--- src/shared/ccs_pkg.sv ---
// constants, types and register map of the clock source select / start-up block
// assumes one 250 MHz system clock and source clocks delivered as tick pulses
package ccs_pkg;

   // register byte offsets on the AHB-Lite slave
   localparam logic [7:0] CCS_OFF_SLEEP  = 8'h00;
   localparam logic [7:0] CCS_OFF_STATUS = 8'h04;
   localparam logic [7:0] CCS_OFF_PLL    = 8'h08;

   // clock source codes (fuse value as stored, 0 = programmed)
   localparam logic [3:0] CCS_SRC_EXT = 4'h0;
   localparam logic [3:0] CCS_SRC_PLL = 4'h1;
   localparam logic [3:0] CCS_SRC_RC  = 4'h2;

   // start-up counts in source clocks
   localparam logic [16:0] CCS_CK_RESET = 17'h0000E;   // 14 CK
   localparam logic [16:0] CCS_WAKE_6   = 17'h00006;
   localparam logic [16:0] CCS_WAKE_258 = 17'h00102;
   localparam logic [16:0] CCS_WAKE_1K  = 17'h00400;
   localparam logic [16:0] CCS_WAKE_16K = 17'h04000;
   // reset time-outs in watchdog oscillator cycles
   localparam logic [16:0] CCS_WDT_4K   = 17'h01000;
   localparam logic [16:0] CCS_WDT_64K  = 17'h10000;

   // watchdog time-out selection
   localparam logic [1:0] CCS_WDT_NONE  = 2'h0;
   localparam logic [1:0] CCS_WDT_SHORT = 2'h1;
   localparam logic [1:0] CCS_WDT_LONG  = 2'h2;

   // status register field positions
   localparam int CCS_ST_SUT   = 4;
   localparam int CCS_ST_DIV8  = 6;
   localparam int CCS_ST_RANGE = 7;
   localparam int CCS_ST_RSVD  = 10;
   localparam int CCS_ST_RUN   = 11;
   localparam int CCS_ST_STATE = 12;

   // reset values
   localparam logic [1:0] CCS_RST_SLEEP = 2'h0;
   localparam logic [1:0] CCS_RST_PLL   = 2'h0;

   typedef enum logic [1:0] {
      CCS_M_ACTIVE = 2'h0,
      CCS_M_IDLE   = 2'h1,
      CCS_M_NOISE  = 2'h2,
      CCS_M_DOWN   = 2'h3
   } ccs_mode_e;

   typedef enum logic [2:0] {
      CCS_S_FUSE  = 3'b000,
      CCS_S_CK14  = 3'b001,
      CCS_S_WDT   = 3'b011,
      CCS_S_RUN   = 3'b010,
      CCS_S_SLEEP = 3'b110,
      CCS_S_WAKE  = 3'b111,
      CCS_S_HALT  = 3'b101
   } ccs_state_e;

   typedef struct packed {
      logic       div8;
      logic [1:0] sut;
      logic [3:0] cksel;
   } ccs_fuse_s;

   // delivered state: RC oscillator, start-up code 10, divide by eight programmed
   localparam ccs_fuse_s CCS_FUSE_RST = '{div8: 1'b0, sut: 2'h2, cksel: 4'h2};

   typedef struct packed {
      logic core;
      logic io;
      logic flash;
      logic adc;
      logic pll;
   } ccs_gate_s;

endpackage

--- src/core/ccs_clock_source_select_startup.sv ---
// clock source decode, start-up sequencing and clock domain gating
// assumes fuse levels, source ticks and wake events synchronous to clock
`timescale 1ns/1ns
module ccs_clock_source_select_startup #(
   parameter logic [16:0] WAKE_LONG_CK = ccs_pkg::CCS_WAKE_16K,
   parameter logic [16:0] WDT_SHORT_CK = ccs_pkg::CCS_WDT_4K,
   parameter logic [16:0] WDT_LONG_CK  = ccs_pkg::CCS_WDT_64K
) (
   // clock and reset
   input  wire logic              clock,
   input  wire logic              rstn,
   // fuse levels
   input  wire ccs_pkg::ccs_fuse_s fuse_in,
   // source and watchdog oscillator ticks
   input  wire logic              xtal_tick,
   input  wire logic              ext_tick,
   input  wire logic              rc_tick,
   input  wire logic              pll_tick,
   input  wire logic              wdt_tick,
   // wake events
   input  wire logic              wake_event,
   input  wire logic              ext_int_async_event,
   // AHB-Lite slave
   input  wire logic              hsel,
   input  wire logic [31:0]       haddr,
   input  wire logic [1:0]        htrans,
   input  wire logic              hwrite,
   input  wire logic [2:0]        hsize,
   input  wire logic [31:0]       hwdata,
   input  wire logic              hready,
   output logic      [31:0]       hrdata,
   output logic                   hreadyout,
   output logic                   hresp,
   // domain clocks and status
   output logic                   core_clock,
   output logic                   peripheral_clock,
   output logic                   program_memory_clock,
   output logic                   converter_clock,
   output logic                   fast_pll_clock,
   output logic                   cpu_run,
   output logic                   sys_div8,
   output logic      [2:0]        oscillator_range_code,
   output logic      [3:0]        source_select
);
   import ccs_pkg::*;

   ccs_state_e      state_reg;
   ccs_state_e      state_next;
   ccs_fuse_s       fuse_reg;
   ccs_mode_e       mode_reg;
   ccs_gate_s       gate_reg;
   ccs_gate_s       gate_want;
   logic [16:0]     cnt_reg;
   logic [1:0]      pll_div_reg;
   logic [2:0]      pre_reg;
   logic            phase_reg;
   logic            pll_phase_reg;
   logic            pll_gate_reg;
   logic [1:0]      pll_ctl_reg;
   logic [7:0]      dp_addr_reg;
   logic            dp_wr_reg;
   logic [31:0]     hrdata_reg;
   logic            hreadyout_reg;
   logic            core_clock_reg;
   logic            peripheral_clock_reg;
   logic            program_memory_clock_reg;
   logic            converter_clock_reg;
   logic            fast_pll_clock_reg;
   logic            cpu_run_reg;
   logic            sys_div8_reg;
   logic [2:0]      range_reg;
   logic [3:0]      source_select_reg;

   // source decode from the sampled fuses
   wire             is_xtal   = fuse_reg.cksel[3];
   wire             is_pll    = (fuse_reg.cksel == CCS_SRC_PLL);
   wire             is_rc     = (fuse_reg.cksel == CCS_SRC_RC);
   wire             is_ext    = (fuse_reg.cksel == CCS_SRC_EXT);
   // reserved codes and reserved start-up code
   wire             src_valid = is_xtal | is_pll | is_rc | is_ext;
   wire             reserved  = !src_valid || (!is_xtal && fuse_reg.sut == 2'h3);
   wire [2:0]       st_idx    = {fuse_reg.cksel[0], fuse_reg.sut};

   // crystal table: index steps short, long, none in turn
   wire [1:0]       xtal_wdt  = (st_idx == 3'h0 || st_idx == 3'h3 || st_idx == 3'h6)
                                ? CCS_WDT_SHORT
                                : (st_idx == 3'h1 || st_idx == 3'h4 || st_idx == 3'h7)
                                ? CCS_WDT_LONG : CCS_WDT_NONE;
   // non-crystal sources: code 00 none, 01 short, 10 long
   wire [1:0]       wdt_sel   = is_xtal ? xtal_wdt : fuse_reg.sut;
   // wake start-up length in source clocks
   wire [16:0]      xtal_wake = (st_idx < 3'h2) ? CCS_WAKE_258
                                : (st_idx < 3'h5) ? CCS_WAKE_1K : WAKE_LONG_CK;
   wire [16:0]      wake_len  = is_xtal ? xtal_wake : CCS_WAKE_6;
   wire [16:0]      wake_last = 17'(wake_len - 17'h00001);
   wire [16:0]      wdt_last  = (wdt_sel == CCS_WDT_LONG)
                                ? 17'(WDT_LONG_CK - 17'h00001)
                                : 17'(WDT_SHORT_CK - 17'h00001);
   wire [16:0]      ck14_last = 17'(CCS_CK_RESET - 17'h00001);

   // PLL divided by four for the core source
   wire             pll_div4  = pll_tick && (pll_div_reg == 2'h3);
   wire             src_tick  = is_xtal ? xtal_tick : is_ext ? ext_tick
                                : is_rc ? rc_tick : is_pll ? pll_div4 : 1'b0;
   // programmed divide-by-eight fuse reads as zero
   wire             div8_on   = !fuse_reg.div8;
   wire             sys_tick  = src_tick && (!div8_on || pre_reg == 3'h0);

   // asynchronous external interrupt wakes even with I/O gated
   wire             wake_any  = wake_event | ext_int_async_event;

   // AHB-Lite address phase and data phase decode
   wire             ap_valid  = hsel && htrans[1] && hready;
   wire             word_ok   = (hsize == 3'h2);
   wire             wr_sleep  = dp_wr_reg && (dp_addr_reg == CCS_OFF_SLEEP);
   wire             wr_pll    = dp_wr_reg && (dp_addr_reg == CCS_OFF_PLL);
   wire             sleep_go  = wr_sleep && (hwdata[1:0] != CCS_M_ACTIVE)
                                && (state_reg == CCS_S_RUN);
   wire [31:0]      status_w  = {17'h00000, state_reg, cpu_run_reg, reserved,
                                 range_reg, div8_on, fuse_reg.sut, fuse_reg.cksel};
   wire [31:0]      rd_mux    = (haddr[7:0] == CCS_OFF_SLEEP)  ? {30'h0, mode_reg}
                              : (haddr[7:0] == CCS_OFF_STATUS) ? status_w
                              : (haddr[7:0] == CCS_OFF_PLL)    ? {30'h0, pll_ctl_reg}
                              : 32'h00000000;

   // start-up sequencer
   always_comb
   begin
      state_next = state_reg;
      unique case (state_reg)
         CCS_S_FUSE:  state_next = CCS_S_CK14;
         CCS_S_CK14:
         begin
            if (reserved)
               state_next = CCS_S_HALT;
            else if (src_tick && cnt_reg == ck14_last)
               state_next = (wdt_sel == CCS_WDT_NONE) ? CCS_S_RUN : CCS_S_WDT;
         end
         CCS_S_WDT:
         begin
            if (wdt_tick && cnt_reg == wdt_last)
               state_next = CCS_S_RUN;
         end
         CCS_S_RUN:
         begin
            if (sleep_go)
               state_next = CCS_S_SLEEP;
         end
         CCS_S_SLEEP:
         begin
            if (wake_any)
               state_next = (mode_reg == CCS_M_DOWN) ? CCS_S_WAKE : CCS_S_RUN;
         end
         CCS_S_WAKE:
         begin
            if (src_tick && cnt_reg == wake_last)
               state_next = CCS_S_RUN;
         end
         CCS_S_HALT:  state_next = CCS_S_HALT;
         default:     state_next = CCS_S_HALT;
      endcase
   end

   // domain enables per state and sleep mode
   always_comb
   begin
      gate_want = '0;
      if (state_reg == CCS_S_RUN)
         gate_want = '{core: 1'b1, io: 1'b1, flash: 1'b1, adc: 1'b1, pll: pll_ctl_reg[0]};
      else if (state_reg == CCS_S_SLEEP)
      begin
         gate_want.io    = (mode_reg == CCS_M_IDLE);
         gate_want.adc   = (mode_reg != CCS_M_DOWN);
         gate_want.pll   = pll_ctl_reg[0] && (mode_reg != CCS_M_DOWN);
      end
   end

   // delivered fuses in reset, caught once after release, then frozen
   always_ff @(posedge clock or negedge rstn)
   begin
      if (!rstn)
         fuse_reg <= CCS_FUSE_RST;
      else if (state_reg == CCS_S_FUSE)
         fuse_reg <= fuse_in;
   end

   always_ff @(posedge clock or negedge rstn)
   begin
      if (!rstn)
      begin
         state_reg <= CCS_S_FUSE;
         cnt_reg   <= '0;
      end
      else
      begin
         state_reg <= state_next;
         if (state_next != state_reg)
            cnt_reg <= '0;
         else if ((state_reg == CCS_S_WDT) ? wdt_tick : src_tick)
            cnt_reg <= 17'(cnt_reg + 17'h00001);
      end
   end

   // PLL divider, prescaler and domain clock phases
   always_ff @(posedge clock or negedge rstn)
   begin
      if (!rstn)
      begin
         pll_div_reg   <= '0;
         pre_reg       <= '0;
         phase_reg     <= 1'b0;
         pll_phase_reg <= 1'b0;
      end
      else
      begin
         if (pll_tick)
            pll_div_reg <= 2'(pll_div_reg + 2'h1);
         if (src_tick)
            pre_reg <= 3'(pre_reg + 3'h1);
         if (sys_tick && state_reg != CCS_S_HALT)
            phase_reg <= !phase_reg;
         // 64 MHz toggles every PLL tick, 32 MHz every other one
         if (pll_tick && (pll_ctl_reg[1] || pll_div_reg[0]))
            pll_phase_reg <= !pll_phase_reg;
      end
   end

   // enables only move while the phase is low, so no runt pulse
   always_ff @(posedge clock or negedge rstn)
   begin
      if (!rstn)
      begin
         gate_reg     <= '0;
         pll_gate_reg <= 1'b0;
      end
      else
      begin
         if (!phase_reg)
            gate_reg <= gate_want;
         if (!pll_phase_reg)
            pll_gate_reg <= gate_want.pll;
      end
   end

   // registered domain clocks and status outputs
   always_ff @(posedge clock or negedge rstn)
   begin
      if (!rstn)
      begin
         core_clock_reg           <= 1'b0;
         peripheral_clock_reg     <= 1'b0;
         program_memory_clock_reg <= 1'b0;
         converter_clock_reg      <= 1'b0;
         fast_pll_clock_reg       <= 1'b0;
         cpu_run_reg              <= 1'b0;
         sys_div8_reg             <= 1'b0;
         range_reg                <= '0;
         source_select_reg        <= '0;
      end
      else
      begin
         core_clock_reg           <= phase_reg && gate_reg.core;
         peripheral_clock_reg     <= phase_reg && gate_reg.io;
         program_memory_clock_reg <= phase_reg && gate_reg.flash;
         converter_clock_reg      <= phase_reg && gate_reg.adc;
         fast_pll_clock_reg       <= pll_phase_reg && pll_gate_reg;
         cpu_run_reg              <= (state_next == CCS_S_RUN);
         sys_div8_reg             <= div8_on;
         // range only meaningful in crystal mode
         range_reg                <= is_xtal ? fuse_reg.cksel[3:1] : 3'h0;
         source_select_reg        <= {is_xtal, is_pll, is_rc, is_ext};
      end
   end

   // AHB-Lite slave: zero wait states, always OKAY, unmapped reads zero
   always_ff @(posedge clock or negedge rstn)
   begin
      if (!rstn)
      begin
         dp_addr_reg <= '0;
         dp_wr_reg   <= 1'b0;
         hrdata_reg  <= '0;
         mode_reg    <= CCS_M_ACTIVE;
         pll_ctl_reg <= CCS_RST_PLL;
         hreadyout_reg <= 1'b0;
      end
      else
      begin
         // ready one edge after release, then never stalls
         hreadyout_reg <= 1'b1;
         if (hready)
         begin
            dp_addr_reg <= haddr[7:0];
            dp_wr_reg   <= ap_valid && hwrite && word_ok;
         end
         if (ap_valid && !hwrite)
            hrdata_reg <= rd_mux;
         if (wr_sleep)
            mode_reg <= ccs_mode_e'(hwdata[1:0]);
         if (wr_pll)
            pll_ctl_reg <= hwdata[1:0];
      end
   end

   assign hrdata                = hrdata_reg;
   assign hreadyout             = hreadyout_reg;
   assign hresp                 = 1'b0;
   assign core_clock            = core_clock_reg;
   assign peripheral_clock      = peripheral_clock_reg;
   assign program_memory_clock  = program_memory_clock_reg;
   assign converter_clock       = converter_clock_reg;
   assign fast_pll_clock        = fast_pll_clock_reg;
   assign cpu_run               = cpu_run_reg;
   assign sys_div8              = sys_div8_reg;
   assign oscillator_range_code = range_reg;
   assign source_select         = source_select_reg;
endmodule

--- config.mk ---
export PLATFORM = sky130hd
export DESIGN_NAME = ccs_clock_source_select_startup
export DESIGN_NICKNAME = d
export VERILOG_FILES = /design/src/shared/ccs_pkg.sv /design/src/core/ccs_clock_source_select_startup.sv
export SDC_FILE = /design/constraint.sdc
export NUM_CORES = 1
export LEC_CHECK = 0
export BUFFER_PORTS_ARGS = -buffer_cell sky130_fd_sc_hd__clkbuf_2
export CAP_MARGIN = 40
export CORE_ASPECT_RATIO = 0.75
export CORE_MARGIN = 8
export CORE_UTILIZATION = 30
export CTS_BUF_LIST = sky130_fd_sc_hd__clkbuf_4 sky130_fd_sc_hd__clkbuf_8
export DETAILED_ROUTE_END_ITERATION = 10
export HOLD_SLACK_MARGIN = 0.02
export PLACE_DENSITY = 0.54
export SLEW_MARGIN = 30
export SYNTH_ARGS = -nofsm -noshare
export SYNTH_HDL_FRONTEND = slang
export SYNTH_SLANG_ARGS = --single-unit
export TNS_END_PERCENT = 50
--- constraint.sdc ---
create_clock -name clock -period 2.8 [get_ports clock]
set_clock_uncertainty 0.15 [all_clocks]
set_input_delay 0.42 -clock clock [delete_from_list [all_inputs] [get_ports clock]]
set_output_delay 0.42 -clock clock [all_outputs]
set_load 0.05 [all_outputs]
==> impl_metrics.env <==
export IMPL_antenna_cells=0
export IMPL_yosysMostFrequentCell="dfrtp_1"
export IMPL_synth_top_area_share_pct=48.2
export IMPL_clk_pin_slew_ps=70
export IMPL_start_util_pct=30.7
export IMPL_crit_type="flop to flop"
export IMPL_ys_seq_elements=79
export IMPL_netlist_instances=371
export IMPL_synth_yosys_seq_area_share_pct=49.5
export IMPL_cp_data_required_time_ps=2890
export IMPL_worstHoldStart="fuse_in[6]"
export IMPL_cts_tree="built"
export IMPL_p_per_area_nw_per_um2=800
export IMPL_p_leak_nw=2.26
export IMPL_grtUsageTotal_pct=11.7
export IMPL_finish_net_count=538
export IMPL_slew_headroom_pct=51.1
export IMPL_syn_area_um2=4000
export IMPL_numCtsBuffers=9
export IMPL_fillers=1350
export IMPL_drive_gt1_share_pct=28.7
export IMPL_grt_pass1_wl_mm=16.0
export IMPL_cp_max_fo=11
export IMPL_drtPass1Iterations=4
export IMPL_max_cap_violations=0
export IMPL_cp_start_kind="flop"
export IMPL_hold_class="input port to flop"
export IMPL_rows=36
export IMPL_hpwlAfterDp_mm=7.36
export IMPL_die_x_um=149
export IMPL_wirelength_mm=9.76
export IMPL_async_reset_ff_share_pct=100
export IMPL_final_hold_viol_count=0
export IMPL_antenna_found_initial=0
export IMPL_finalSetupViolations=0
export IMPL_cts_path_max_buffers=2
export IMPL_wl_per_cell_um=15.7
export IMPL_ctsHtreeMaxLevel=3
export IMPL_vias_per_cell=4.74
export IMPL_yosysTopAreaCell="dfrtp_1"
export IMPL_drt_initial_drc_count=131
export IMPL_timing_fmax_mhz=380
export IMPL_outcome="completed"
export IMPL_final_antenna_net_count=0
export IMPL_largest_reg_flops=17
export IMPL_place_congestion=0.807
export IMPL_vias=2940
export IMPL_vdd_ir_drop_worst_v=0.000495
export IMPL_syn_avg_cell_area_um2=10.8
export IMPL_grt_max_degree=44
export IMPL_cts_sinks=79
export IMPL_period_share_pct=93.9
export IMPL_place_ws_ps=104
export IMPL_drv_slew=0
export IMPL_io_pins=136
export IMPL_clock_latency_ps=350
export IMPL_multiInputGateArea_um2=1760
export IMPL_end_kind="flop"
export IMPL_cts_root_buffer="clkbuf_8"
export IMPL_ys_warn_count=0
export IMPL_reg2reg_from="cnt_reg[4]$_DFFE_PN0P_"
export IMPL_synth_ff_type="dfrtp_1"
export IMPL_coreArea_um2=13000
export IMPL_synthTopCellsByArea="dfrtp_1, mux2_2, buf_4"
export IMPL_hold_ws_ps=139
export IMPL_rsz0062_at_grt="false"
export IMPL_worstPathArrival_ps=2720
export IMPL_worstMarginPinSlew_ps=725
export IMPL_dieHeight_um=116
export IMPL_fin_ws_ps=169
export IMPL_crit_start="cnt_reg[4]$_DFFE_PN0P_"
export IMPL_synth_common_cells="dfrtp_1, nor2_1, nand2_1"
export IMPL_synth_edf_count=0
export IMPL_synth_distinct_cells=61
export IMPL_dieArea_um2=17300
export IMPL_syn2layout_area_growth_pct=16.3
export IMPL_overflow=0
export IMPL_drc_errors=0
export IMPL_port_buffers=62
export IMPL_period_needed_ps=2630
export IMPL_tns_ps=0
export IMPL_grt_pass1_vias=3055
export IMPL_regArea_um2=1980
per-layer routing:
layer  share of wire (%)  global-route usage (%)
met2                  42                    17.1
met1                  51                    16.3
met5                   0                       0
met3                 5.9                    3.39
met4                 1.3                    3.82
through the flow:
stage | utilization (%) | cells | total power [mW] | instance area (um2)
5_1_grt | 35.7 | 620 | 3.99 | 4650
2_1_floorplan | - | 388 | 2.60 | 4060
6_report | 35.7 | 620 | 3.72 | 4650
3_5_place_dp | 34.3 | 603 | 2.98 | 4460
4_1_cts | 35.6 | 619 | 3.75 | 4640
3_3_place_gp | 34.3 | 603 | 2.95 | 4460
placed cells by master, fill, tap and decap left out, types with 5 or more instances in the layout:
cell,count
nor3_1,8
o21ai_0,16
dfrtp_1,77
inv_1,16
nand2_1,24
clkbuf_8,10
a21oi_1,9
clkbuf_2,61
nor4_1,6
and2_1,8
a22o_1,9
nor2_1,28
nand3_1,10
xnor2_1,7
conb_1,19
buf_4,18
nand4_1,11
mux2_2,19
xor2_1,14
ha_1,5
timing repair:
action	CTS	global route
hold endpoints to repair	34	0
hold buffers	1	0
setup endpoints to repair	0	11
gates resized for setup	0	0
setup buffers	0	1
where the power goes:
part	internal, mW	leakage [nW]	switching [mW]	total (mW)
sequential	1.37	1.02	0.248	1.62
combinational	0.532	1.16	0.825	1.36
clock	0.346	0.0884	0.397	0.744
final timing paths:
check / slack, ps / cells after the start / end
min reg2reg: 290 / 1 / sys_div8$_DFF_PN0_
max in group asynchronous: 1480 / 3 / dp_addr_reg[5]$_DFFE_PN0P_
min in group asynchronous: 430 / 2 / source_select[0]$_DFF_PN0_
max: 170 / 7 / cnt_reg[11]$_DFFE_PN0P_
max reg2reg: 170 / 7 / cnt_reg[11]$_DFFE_PN0P_
min: 140 / 3 / fuse_reg[6]$_DFFE_PN0P_
critical path: stages (launching register included):
cell	delay, ps
dfrtp_1	410
nor4_4	320
or3b_4	420
a2111oi_4	410
a41oi_2	210
o31ai_2	280
buf_4	230
nor2_1	70
cells by family after synthesis:
| family | share of synthesized area [%] |
|---|---|
| flip-flops | 49.5 |
| AND/OR/NAND/NOR | 17.0 |
| XOR/XNOR | 4.60 |
| buffers and inverters | 8.08 |
| adder cells (fa/ha/maj) | 1.57 |
| other | 0.188 |
| AO/OA/AOI/OAI | 12.9 |
| multiplexers | 6.11 |
layout make-up:
class / instances / area share [%]
clock buffers: 11 / 3.12
clock inverters: 4 / 0.485
well taps: 171 / 4.60
repair buffers: 81 / 10.1
inverters: 16 / 1.29
multi-input cells: 258 / 37.8
flip-flops and latches: 79 / 42.6
Note: power is estimated with default switching activity, not from simulation.
